--- src/tcm_defs.svh ---
`ifndef TCM_DEFS_SVH
`define TCM_DEFS_SVH
`define TCM_OFF_CTL_A 8'h00
`define TCM_OFF_CTL_B 8'h04
`define TCM_OFF_CNT 8'h08
`define TCM_OFF_CMP_A 8'h0c
`define TCM_OFF_CMP_B 8'h10
`define TCM_OFF_STAT 8'h14
`define TCM_OFF_FLAG 8'h18
`define TCM_OFF_PORT 8'h1c
`define TCM_COM_A_LO 6
`define TCM_COM_B_LO 4
`define TCM_FOC_A_BIT 7
`define TCM_FOC_B_BIT 6
`define TCM_WGM2_BIT 3
`define TCM_RUN_BIT 0
`define TCM_CTL_B_MASK 8'h09
`define TCM_ASYNC_BIT 5
`define TCM_DIR_LO 4
`define TCM_H_CTL_B 0
`define TCM_H_CTL_A 1
`define TCM_H_CMP_B 2
`define TCM_H_CMP_A 3
`define TCM_H_CNT 4
`define TCM_NUM_HOLD 5
`define TCM_XFER_LAST 2'd1
`define TCM_RST_BYTE 8'h00
`define TCM_CNT_MAX 8'hff
`define TCM_CNT_BOTTOM 8'h00
`endif

--- src/tcm_pkg.sv ---
`include "tcm_defs.svh"
package tcm_pkg;
  typedef enum logic [1:0] {
    tcm_mode_normal = 2'b00,
    tcm_mode_ctc = 2'b01,
    tcm_mode_fast = 2'b10,
    tcm_mode_phase = 2'b11
  } tcm_mode_t;

  typedef struct packed {
    logic [7:0] ctl_a;
    logic [7:0] ctl_b;
    logic [7:0] cnt;
    logic [1:0][7:0] cmp;
    logic async_sel;
    logic [1:0] port_data;
    logic [1:0] port_dir;
    logic [2:0] flags;
    logic [`TCM_NUM_HOLD-1:0][7:0] hold;
    logic [`TCM_NUM_HOLD-1:0][1:0] edges;
    logic [`TCM_NUM_HOLD-1:0] busy;
    logic block;
    logic down;
    logic rearm;
    logic [1:0] force_p;
    logic [31:0] prdata;
    logic pslverr;
  } tcm_top_state_t;

  typedef struct packed {
    logic wave;
    logic [7:0] cmp_act;
    logic match;
  } tcm_ch_state_t;

  typedef struct packed {
    logic [2:0] stage;
    logic level;
    logic rise;
  } tcm_sync_state_t;
endpackage

--- src/tcm_ch_if.sv ---
interface tcm_ch_if;
  logic tick;
  logic cmp_en;
  logic force_p;
  logic at_top;
  logic at_bottom;
  logic down;
  logic wgm2;
  tcm_pkg::tcm_mode_t mode;
  logic [1:0] com;
  logic [7:0] count;
  logic [7:0] cmp_buf;
  logic wave;
  logic match;
  logic [7:0] cmp_act;
  modport top (output tick, cmp_en, force_p, at_top, at_bottom, down,
    wgm2, mode, com, count, cmp_buf, input wave, match, cmp_act);
  modport ch (input tick, cmp_en, force_p, at_top, at_bottom, down,
    wgm2, mode, com, count, cmp_buf, output wave, match, cmp_act);
endinterface

--- src/tcm_top.sv ---
// Our own choices: the APB slave port and the address map.
`include "tcm_defs.svh"
module tcm_top (
  // APB clock and reset.
  input wire logic pclk,
  input wire logic presetn,
  // APB slave.
  input wire logic psel,
  input wire logic penable,
  input wire logic pwrite,
  input wire logic [7:0] paddr,
  input wire logic [31:0] pwdata,
  output logic [31:0] prdata,
  output logic pready,
  output logic pslverr,
  // Crystal clock pin and sleep state.
  input wire logic crystal_clock_input,
  input wire logic deep_sleep,
  output logic osc_run,
  // Waveform outputs and the two port pins they may override.
  output logic [1:0] waveform_output,
  output logic [1:0] pin_out,
  output logic [1:0] pin_oe,
  // Flag levels for the interrupt controller outside.
  output logic compare_flag_a,
  output logic compare_flag_b,
  output logic overflow_flag
);
  tcm_pkg::tcm_top_state_t st_q, st_d;
  tcm_pkg::tcm_mode_t mode;
  logic [2:0] waveform_gen_select;
  logic [7:0] top_val;
  logic xtal_rise;
  logic timer_clock_enable;
  logic wr_en;
  logic setup;
  logic [1:0] match;
  logic [1:0] com [2];

  tcm_ch_if ch_if[2] ();

  // Crystal edges are filtered on the bus clock.
  tcm_xtal_sync u_sync (
    .pclk(pclk),
    .presetn(presetn),
    .pin(crystal_clock_input),
    .rise(xtal_rise)
  );

  assign waveform_gen_select = {st_q.ctl_b[`TCM_WGM2_BIT], st_q.ctl_a[1:0]};
  assign com[0] = st_q.ctl_a[`TCM_COM_A_LO+1:`TCM_COM_A_LO];
  assign com[1] = st_q.ctl_a[`TCM_COM_B_LO+1:`TCM_COM_B_LO];

  // The timer clock is an enable on pclk; in async it is the crystal edge.
  assign timer_clock_enable = st_q.ctl_b[`TCM_RUN_BIT] &
    (st_q.async_sel ? xtal_rise : 1'b1);

  // Reserved encodings fall back to normal counting.
  always_comb
  begin
    case (waveform_gen_select)
      3'd1, 3'd5: mode = tcm_pkg::tcm_mode_phase;
      3'd2: mode = tcm_pkg::tcm_mode_ctc;
      3'd3, 3'd7: mode = tcm_pkg::tcm_mode_fast;
      default: mode = tcm_pkg::tcm_mode_normal;
    endcase
  end

  // Top comes from compare A in CTC and in the PWM modes with bit two set.
  always_comb
  begin
    if ((mode == tcm_pkg::tcm_mode_ctc) ||
        (waveform_gen_select[2] && mode[1]))
      top_val = ch_if[0].cmp_act;
    else
      top_val = `TCM_CNT_MAX;
  end

  // Both channels share the counter and differ in compare and mode bits.
  for (genvar g = 0; g < 2; g++)
  begin : gen_ch
    assign ch_if[g].tick = timer_clock_enable;
    assign ch_if[g].cmp_en = ~st_q.block & ~st_q.busy[`TCM_H_CNT] &
      ~st_q.busy[`TCM_H_CMP_A - g];
    assign ch_if[g].force_p = st_q.force_p[g];
    assign ch_if[g].at_top = (st_q.cnt == top_val);
    assign ch_if[g].at_bottom = (st_q.cnt == `TCM_CNT_BOTTOM);
    assign ch_if[g].down = st_q.down;
    assign ch_if[g].wgm2 = waveform_gen_select[2];
    assign ch_if[g].mode = mode;
    assign ch_if[g].com = com[g];
    assign ch_if[g].count = st_q.cnt;
    assign ch_if[g].cmp_buf = st_q.cmp[g];
    assign match[g] = ch_if[g].match;
    assign waveform_output[g] = ch_if[g].wave;
    // The port keeps the direction; only the data source is swapped.
    assign pin_out[g] = (com[g] != 2'b00) ? ch_if[g].wave :
      st_q.port_data[g];
    assign pin_oe[g] = st_q.port_dir[g];
    tcm_wave_ch u_ch (
      .pclk(pclk),
      .presetn(presetn),
      .ch(ch_if[g].ch)
    );
  end

  // Loads one destination register; shared by direct and held writes.
  function automatic tcm_pkg::tcm_top_state_t put_reg(
    input tcm_pkg::tcm_top_state_t s, input int idx, input logic [7:0] v);
    tcm_pkg::tcm_top_state_t r;
    r = s;
    case (idx)
      `TCM_H_CNT:
      begin
        r.cnt = v;
        r.block = 1'b1;
      end
      `TCM_H_CMP_A: r.cmp[0] = v;
      `TCM_H_CMP_B: r.cmp[1] = v;
      `TCM_H_CTL_A: r.ctl_a = v;
      `TCM_H_CTL_B:
      begin
        r.ctl_b = v & `TCM_CTL_B_MASK;
        r.force_p = {v[`TCM_FOC_B_BIT], v[`TCM_FOC_A_BIT]};
      end
      default: r = s;
    endcase
    return r;
  endfunction

  // Maps a bus offset to its holding register, or minus one.
  function automatic int hold_idx(input logic [7:0] a);
    case (a)
      `TCM_OFF_CNT: hold_idx = `TCM_H_CNT;
      `TCM_OFF_CMP_A: hold_idx = `TCM_H_CMP_A;
      `TCM_OFF_CMP_B: hold_idx = `TCM_H_CMP_B;
      `TCM_OFF_CTL_A: hold_idx = `TCM_H_CTL_A;
      `TCM_OFF_CTL_B: hold_idx = `TCM_H_CTL_B;
      default: hold_idx = -1;
    endcase
  endfunction

  assign setup = psel & ~penable;
  assign wr_en = psel & penable & pwrite;

  // Next state: counting, flags, async transfers, then bus writes last so
  // that a count write wins over the tick in the same cycle.
  always_comb
  begin
    int hi;
    logic [2:0] set_ev;
    logic [2:0] clr;
    hi = hold_idx(paddr);
    set_ev = 3'b000;
    clr = 3'b000;
    st_d = st_q;
    st_d.force_p = 2'b00;

    // Counter; the block flag lasts through exactly one timer tick.
    if (timer_clock_enable)
    begin
      st_d.block = 1'b0;
      case (mode)
        tcm_pkg::tcm_mode_normal:
        begin
          st_d.cnt = st_q.cnt + 8'h01;
          set_ev[2] = (st_q.cnt == `TCM_CNT_MAX);
        end
        tcm_pkg::tcm_mode_ctc, tcm_pkg::tcm_mode_fast:
        begin
          st_d.cnt = (st_q.cnt == top_val) ? `TCM_CNT_BOTTOM :
            st_q.cnt + 8'h01;
          set_ev[2] = (mode == tcm_pkg::tcm_mode_ctc) ?
            (st_q.cnt == `TCM_CNT_MAX) : (st_q.cnt == top_val);
        end
        tcm_pkg::tcm_mode_phase:
        begin
          if (!st_q.down && (st_q.cnt == top_val))
          begin
            st_d.down = 1'b1;
            st_d.cnt = st_q.cnt - 8'h01;
          end
          else if (st_q.down && (st_q.cnt == `TCM_CNT_BOTTOM))
          begin
            st_d.down = 1'b0;
            st_d.cnt = st_q.cnt + 8'h01;
            set_ev[2] = 1'b1;
          end
          else
            st_d.cnt = st_q.down ? st_q.cnt - 8'h01 : st_q.cnt + 8'h01;
        end
        default: st_d.cnt = st_q.cnt;
      endcase
    end

    // Only real matches reach the compare flags, never a forced one.
    set_ev[1:0] = match;

    // After a clear in async mode flags wait for one crystal edge.
    if (xtal_rise || !st_q.async_sel)
      st_d.rearm = 1'b1;
    if (wr_en && (paddr == `TCM_OFF_FLAG))
    begin
      clr = pwdata[2:0];
      if (st_q.async_sel && (clr != 3'b000))
        st_d.rearm = 1'b0;
    end
    // A set in the same cycle as its clear wins.
    st_d.flags = (st_q.flags & ~clr) | (set_ev & {3{st_q.rearm}});

    // Each holding register counts crystal edges on its own.
    for (int i = 0; i < `TCM_NUM_HOLD; i++)
    begin
      if (st_q.busy[i] && xtal_rise)
      begin
        if (st_q.edges[i] == `TCM_XFER_LAST)
        begin
          st_d = put_reg(st_d, i, st_q.hold[i]);
          st_d.busy[i] = 1'b0;
          st_d.edges[i] = 2'b00;
        end
        else
          st_d.edges[i] = st_q.edges[i] + 2'b01;
      end
    end

    // Bus writes take effect at the access edge; in async mode register writes go to a holding register instead.
    if (wr_en)
    begin
      if (hi >= 0)
      begin
        if (st_q.async_sel)
        begin
          st_d.hold[hi] = pwdata[7:0];
          st_d.busy[hi] = 1'b1;
          st_d.edges[hi] = 2'b00;
        end
        else
          st_d = put_reg(st_d, hi, pwdata[7:0]);
      end
      else if (paddr == `TCM_OFF_STAT)
        st_d.async_sel = pwdata[`TCM_ASYNC_BIT];
      else if (paddr == `TCM_OFF_PORT)
      begin
        st_d.port_data = pwdata[1:0];
        st_d.port_dir = pwdata[`TCM_DIR_LO+1:`TCM_DIR_LO];
      end
    end

    // Read data and error are captured in the setup cycle.
    if (setup)
    begin
      st_d.pslverr = 1'b0;
      case (paddr)
        `TCM_OFF_CTL_A: st_d.prdata = {24'h00_0000, st_q.ctl_a};
        `TCM_OFF_CTL_B: st_d.prdata = {24'h00_0000, st_q.ctl_b};
        `TCM_OFF_CNT: st_d.prdata = {24'h00_0000, st_q.cnt};
        `TCM_OFF_CMP_A: st_d.prdata = {24'h00_0000, st_q.cmp[0]};
        `TCM_OFF_CMP_B: st_d.prdata = {24'h00_0000, st_q.cmp[1]};
        `TCM_OFF_STAT:
          st_d.prdata = {26'h00_0000, st_q.async_sel, st_q.busy};
        `TCM_OFF_FLAG: st_d.prdata = {29'h000_0000, st_q.flags};
        `TCM_OFF_PORT:
          st_d.prdata = {26'h00_0000, st_q.port_dir, 2'b00,
            st_q.port_data};
        default:
        begin
          st_d.prdata = 32'h0000_0000;
          st_d.pslverr = 1'b1;
        end
      endcase
    end
  end

  always_ff @(posedge pclk or negedge presetn)
  begin
    if (!presetn)
      st_q <= '0;
    else
      st_q <= st_d;
  end

  // Zero wait states: the answer was prepared during setup.
  assign pready = 1'b1;
  assign prdata = st_q.prdata;
  assign pslverr = st_q.pslverr & psel & penable;

  // The crystal oscillator runs only in async mode and stops in the deepest sleep states.
  assign osc_run = st_q.async_sel & ~deep_sleep;
  assign compare_flag_a = st_q.flags[0];
  assign compare_flag_b = st_q.flags[1];
  assign overflow_flag = st_q.flags[2];
endmodule

--- src/tcm_xtal_sync.sv ---
module tcm_xtal_sync (
  // Clock and reset.
  input wire logic pclk,
  input wire logic presetn,
  // Crystal pin and its filtered rising edge.
  input wire logic pin,
  output logic rise
);
  tcm_pkg::tcm_sync_state_t st_q, st_d;

  // A change counts only once the second and third stages agree.
  always_comb
  begin
    st_d = st_q;
    st_d.stage = {st_q.stage[1:0], pin};
    st_d.rise = 1'b0;
    if (st_q.stage[1] == st_q.stage[2])
    begin
      st_d.level = st_q.stage[2];
      st_d.rise = st_q.stage[2] & ~st_q.level;
    end
  end

  always_ff @(posedge pclk or negedge presetn)
  begin
    if (!presetn)
      st_q <= '0;
    else
      st_q <= st_d;
  end

  assign rise = st_q.rise;
endmodule

--- src/tcm_wave_ch.sv ---
module tcm_wave_ch (
  // Clock and reset.
  input wire logic pclk,
  input wire logic presetn,
  // Link to the timer core.
  tcm_ch_if.ch ch
);
  tcm_pkg::tcm_ch_state_t st_q, st_d;
  logic hit;
  logic pwm;

  assign hit = ch.tick & ch.cmp_en & (ch.count == st_q.cmp_act);
  assign pwm = ch.mode[1];

  // The waveform flop is never reset by a mode change, only by actions.
  always_comb
  begin
    st_d = st_q;
    st_d.match = hit;
    if (!pwm)
      st_d.cmp_act = ch.cmp_buf;
    else if (ch.tick & ch.at_top)
      st_d.cmp_act = ch.cmp_buf;
    case (ch.mode)
      tcm_pkg::tcm_mode_normal, tcm_pkg::tcm_mode_ctc:
      begin
        // Force acts like a match here but never reaches the flag.
        if (hit | ch.force_p)
        begin
          case (ch.com)
            2'b01: st_d.wave = ~st_q.wave;
            2'b10: st_d.wave = 1'b0;
            2'b11: st_d.wave = 1'b1;
            default: st_d.wave = st_q.wave;
          endcase
        end
      end
      tcm_pkg::tcm_mode_fast:
      begin
        if (hit)
        begin
          case (ch.com)
            2'b01: st_d.wave = ch.wgm2 ? ~st_q.wave : st_q.wave;
            2'b10: st_d.wave = 1'b0;
            2'b11: st_d.wave = 1'b1;
            default: st_d.wave = st_q.wave;
          endcase
        end
        else if (ch.tick & ch.at_bottom & ch.com[1])
          st_d.wave = ~ch.com[0];
      end
      tcm_pkg::tcm_mode_phase:
      begin
        if (hit)
        begin
          case (ch.com)
            2'b01: st_d.wave = ch.wgm2 ? ~st_q.wave : st_q.wave;
            2'b10: st_d.wave = ch.down;
            2'b11: st_d.wave = ~ch.down;
            default: st_d.wave = st_q.wave;
          endcase
        end
      end
      default: st_d.wave = st_q.wave;
    endcase
  end

  always_ff @(posedge pclk or negedge presetn)
  begin
    if (!presetn)
      st_q <= '0;
    else
      st_q <= st_d;
  end

  assign ch.wave = st_q.wave;
  assign ch.match = st_q.match;
  assign ch.cmp_act = st_q.cmp_act;
endmodule

--- config.mk ---
export PLATFORM = sky130hd
export DESIGN_NAME = tcm_top
export DESIGN_NICKNAME = d
export VERILOG_FILES = /design/src/tcm_pkg.sv /design/src/tcm_ch_if.sv /design/src/tcm_top.sv /design/src/tcm_xtal_sync.sv /design/src/tcm_wave_ch.sv
export VERILOG_INCLUDE_DIRS = /design/src
export SDC_FILE = /design/constraint.sdc
export NUM_CORES = 1
export LEC_CHECK = 0
export BUFFER_PORTS_ARGS = -buffer_cell sky130_fd_sc_hd__buf_2
export CORE_ASPECT_RATIO = 1.5
export CORE_MARGIN = 2
export CORE_UTILIZATION = 45
export CTS_CLUSTER_DIAMETER = 100
export DETAILED_ROUTE_END_ITERATION = 7
export GPL_TIMING_DRIVEN = 0
export SYNTH_ARGS = -nofsm -noshare
export SYNTH_HDL_FRONTEND = slang
export SYNTH_SLANG_ARGS = --single-unit
--- constraint.sdc ---
create_clock -name pclk -period 3.54 [get_ports pclk]
set_clock_uncertainty 0.2 [all_clocks]
set_input_delay 0.177 -clock pclk [delete_from_list [all_inputs] [get_ports pclk]]
set_output_delay 0.177 -clock pclk [all_outputs]
set_load 0.02 [all_outputs]
==> results.json <==
{
  "status": "finished clean",
  "setup_viol": 0,
  "start_util": 0.4587,
  "power.leakage_nw": 4.194,
  "ir_drop_mv": 0.3406,
  "port_buffers": 36,
  "rows": 57,
  "hold_depth": 4,
  "layoutNonFillerInstCount": 1052,
  "seq_area_frac_synth": 0.4650,
  "clkTransAtPathRegs_ps": 60,
  "grt_first_pass_wirelength_microns": 33730,
  "maxSlewViolCount": 0,
  "fill_cells": 1454,
  "num_vias": 6020,
  "drtIter0Drc": 426,
  "setup_tns_ps": 0,
  "slew-limit-headroom": 0.1152,
  "viasPerCell": 5.722,
  "clk_latency_ps": 430,
  "synth-edff-count": 0,
  "post_cts.repair.setup_buffers": 0,
  "end_kind": "flop",
  "min_delay_worst_endpoint": "st_q[0]",
  "crit_path_start_kind": "flop",
  "yosysTopAreaCell": "dfrtp_1",
  "r2r_cells": 9,
  "synth_top_area_frac": 0.4650,
  "antennaDiodeCount": 0,
  "overflow": 0,
  "final_nets": 886,
  "p_total_mw": 5.882,
  "synth_area_leaders": "dfrtp_1 (47%), mux2_2 (6.2%), mux2i_1 (4.0%), nand2_1 (3.9%), buf_4 (3.8%)",
  "clock_sinks": 138,
  "async_flop_share": 1.000,
  "dp_cells": 1013,
  "clk_path_buf_depth": 2,
  "grt_use_total": 0.2573,
  "final_cell_mix": "dfrtp_1 (138), nand2_1 (78), nor2_1 (54), buf_2 (41), mux2_2 (41)",
  "fmax_mhz": 289.8,
  "worstPathArrival_ps": 3510,
  "cts_buffers": 17,
  "synthCells": 747,
  "die_width_microns": 108.9,
  "antenna_found_initial": 0,
  "maxCapViolations": 0,
  "ys_types": 71,
  "reg2reg_slack_ps": 90,
  "worst_hold_startpoint": "paddr[6]",
  "hold_class": "in -> reg",
  "fin_hold_ws_ps": 26.86,
  "r2r-end": "ch_if[0].count[6]",
  "dr.pass1.iters": 5,
  "wl_per_cell_microns": 20.45,
  "post-route-period-util": 0.9748,
  "cts-root-buf": "clkbuf_16",
  "pin_count": 91,
  "hold_violations": 0,
  "drive_gt1_frac": 0.1986,
  "dp_hpwl_microns": 15870,
  "final_util": 0.5347,
  "core_sq_um": 16190,
  "ys_ff_latch": 138,
  "cts_tree": "yes",
  "post-route-min-period_ps": 3451,
  "drc": 0,
  "yosysWarnings": 0,
  "grt_pass1_vias": 5987,
  "regToRegStartpoint": "st_q[133]",
  "synthFlopType": "dfrtp_1",
  "path_class": "reg -> reg",
  "die_h_microns": 161.3,
  "dieArea_sq_um": 17570,
  "grt_max_degree": 82,
  "worstPathRequired_ps": 3600,
  "layout_commonest_cell": "dfrtp_1",
  "drt-total-wl_microns": 21510,
  "cellPowerDensity_nw_per_um2": 679.5,
  "critPathMaxFanout": 10,
  "avgSynthCellArea_sq_um": 9.941,
  "gp_congestion": 0.9571,
  "syn_area_sq_um": 7426,
  "cts-htree-levels": 4,
  "area.growth.synth_to_final_pct": 16.58,
  "antenna_left": 0,
  "rsz0062_at_grt": "false",
  "tightest_slew_ps": 1315
}
==> kinds of logic (layout without fill, tap and decap cells) <==
kind of cell / Yosys count / in the layout / share of synthesized area
and+or+nand+nor: 235 / 235 / 0.1547
buffers and inverters: 100 / 176 / 0.07262
other: 2 / 25 / 0.001011
adders and majority gates: 7 / 7 / 0.01146
muxes: 86 / 86 / 0.1254
AOI/OAI and AO/OA: 159 / 159 / 0.1463
DFF: 138 / 138 / 0.4650
xor gates and xnor gates: 20 / 20 / 0.02359
==> layout make-up <==
| class | count | area (sq um) | share of cell area |
|---|---|---|---|
| buffer | 83 | 475.5 | 0.05492 |
| clock buffer | 17 | 425.4 | 0.04914 |
| clock inverter | 15 | 166.4 | 0.01922 |
| inverter | 17 | 63.81 | 0.007371 |
| multi-input combinational | 532 | 3531 | 0.4079 |
| sequential | 138 | 3453 | 0.3989 |
| tap | 206 | 257.7 | 0.02977 |
| timing repair buffer | 44 | 284.0 | 0.03281 |
==> routing by layer <==
metal	vias up	track usage	part of all wire
met4	0	0.1323	0.048
met5	-	0	0
met3	57	0.04036	0.045
met2	235	0.4274	0.50
li1	2778	-	-
met1	2950	0.3197	0.40
==> worst max-delay path by stage <==
stage / to / slack (ps) / start / cells past startpoint
after floorplan: gen_ch[0].u_ch.ch.cmp_act[6] / 680 / st_q[133] / 8
after global placement: gen_ch[1].u_ch.ch.wave / 70 / u_sync.rise / 8
after detailed placement: ch_if[0].count[6] / 60 / ch_if[0].count[0] / 9
after CTS: ch_if[0].count[6] / 40 / ch_if[0].count[0] / 9
after global routing: ch_if[0].count[6] / 10 / st_q[133] / 9
final: ch_if[0].count[6] / 90 / st_q[133] / 9
==> registers in the layout (all words and copies together), names as in the netlist, 4 cells and up <==
signal                  count
st_q                       68
ch_if.cmp_buf              16
gen_ch.u_ch.ch.cmp_act     16
ch_if.count                 8
prdata                      8
ch_if.com                   4
==> synthesized netlist by cell type (all sizes together) (5+ instances only) <==
master / number
o2111ai: 5
a222oi: 7
nor3: 7
nand3: 20
ha: 6
or2: 6
and3: 10
a31oi: 6
mux2: 56
nand2b: 15
a21o: 8
dfrtp: 138
a22o: 5
nor2: 54
mux2i: 30
nand2: 78
xor2: 12
a221oi: 7
a21oi: 36
buf: 47
nor4: 8
a22oi: 10
clkbuf: 35
and2: 11
inv: 17
o21ai: 37
xnor2: 8
a21boi: 5
==> critical path, cell delays in order (launching register included) <==
cell and delay (ps):
dfrtp_1 530, or3b_4 500, o21ai_0 180, inv_1 120, ha_1 240, clkbuf_1 230
nand2b_1 250, nor3_2 380, o22ai_1 130, o41ai_1 530
==> per-stage QoR <==
step / setup WS [ps] / area (sq um)
finish: 89.31 / 8657
global route: 9.556 / 8657
CTS: 41.80 / 8646
detailed placement: 60.54 / 7984
global placement: 65.60 / 7950
floorplan: 684.5 / 7512
==> power breakdown <==
part           switching (mW)  total (mW)  internal, mW
Sequential              0.369        2.27          1.91
Clock                   0.786        1.79          1.01
Combinational            1.05        1.81         0.762
==> repair_timing <==
action	4_1_cts	5_1_grt
hold buffers	7	0
gates resized for setup	0	2
setup endpoints to repair	0	7
endpoints found under the hold margin	89	0
No activity file was read; power rests on OpenSTA's default activity.
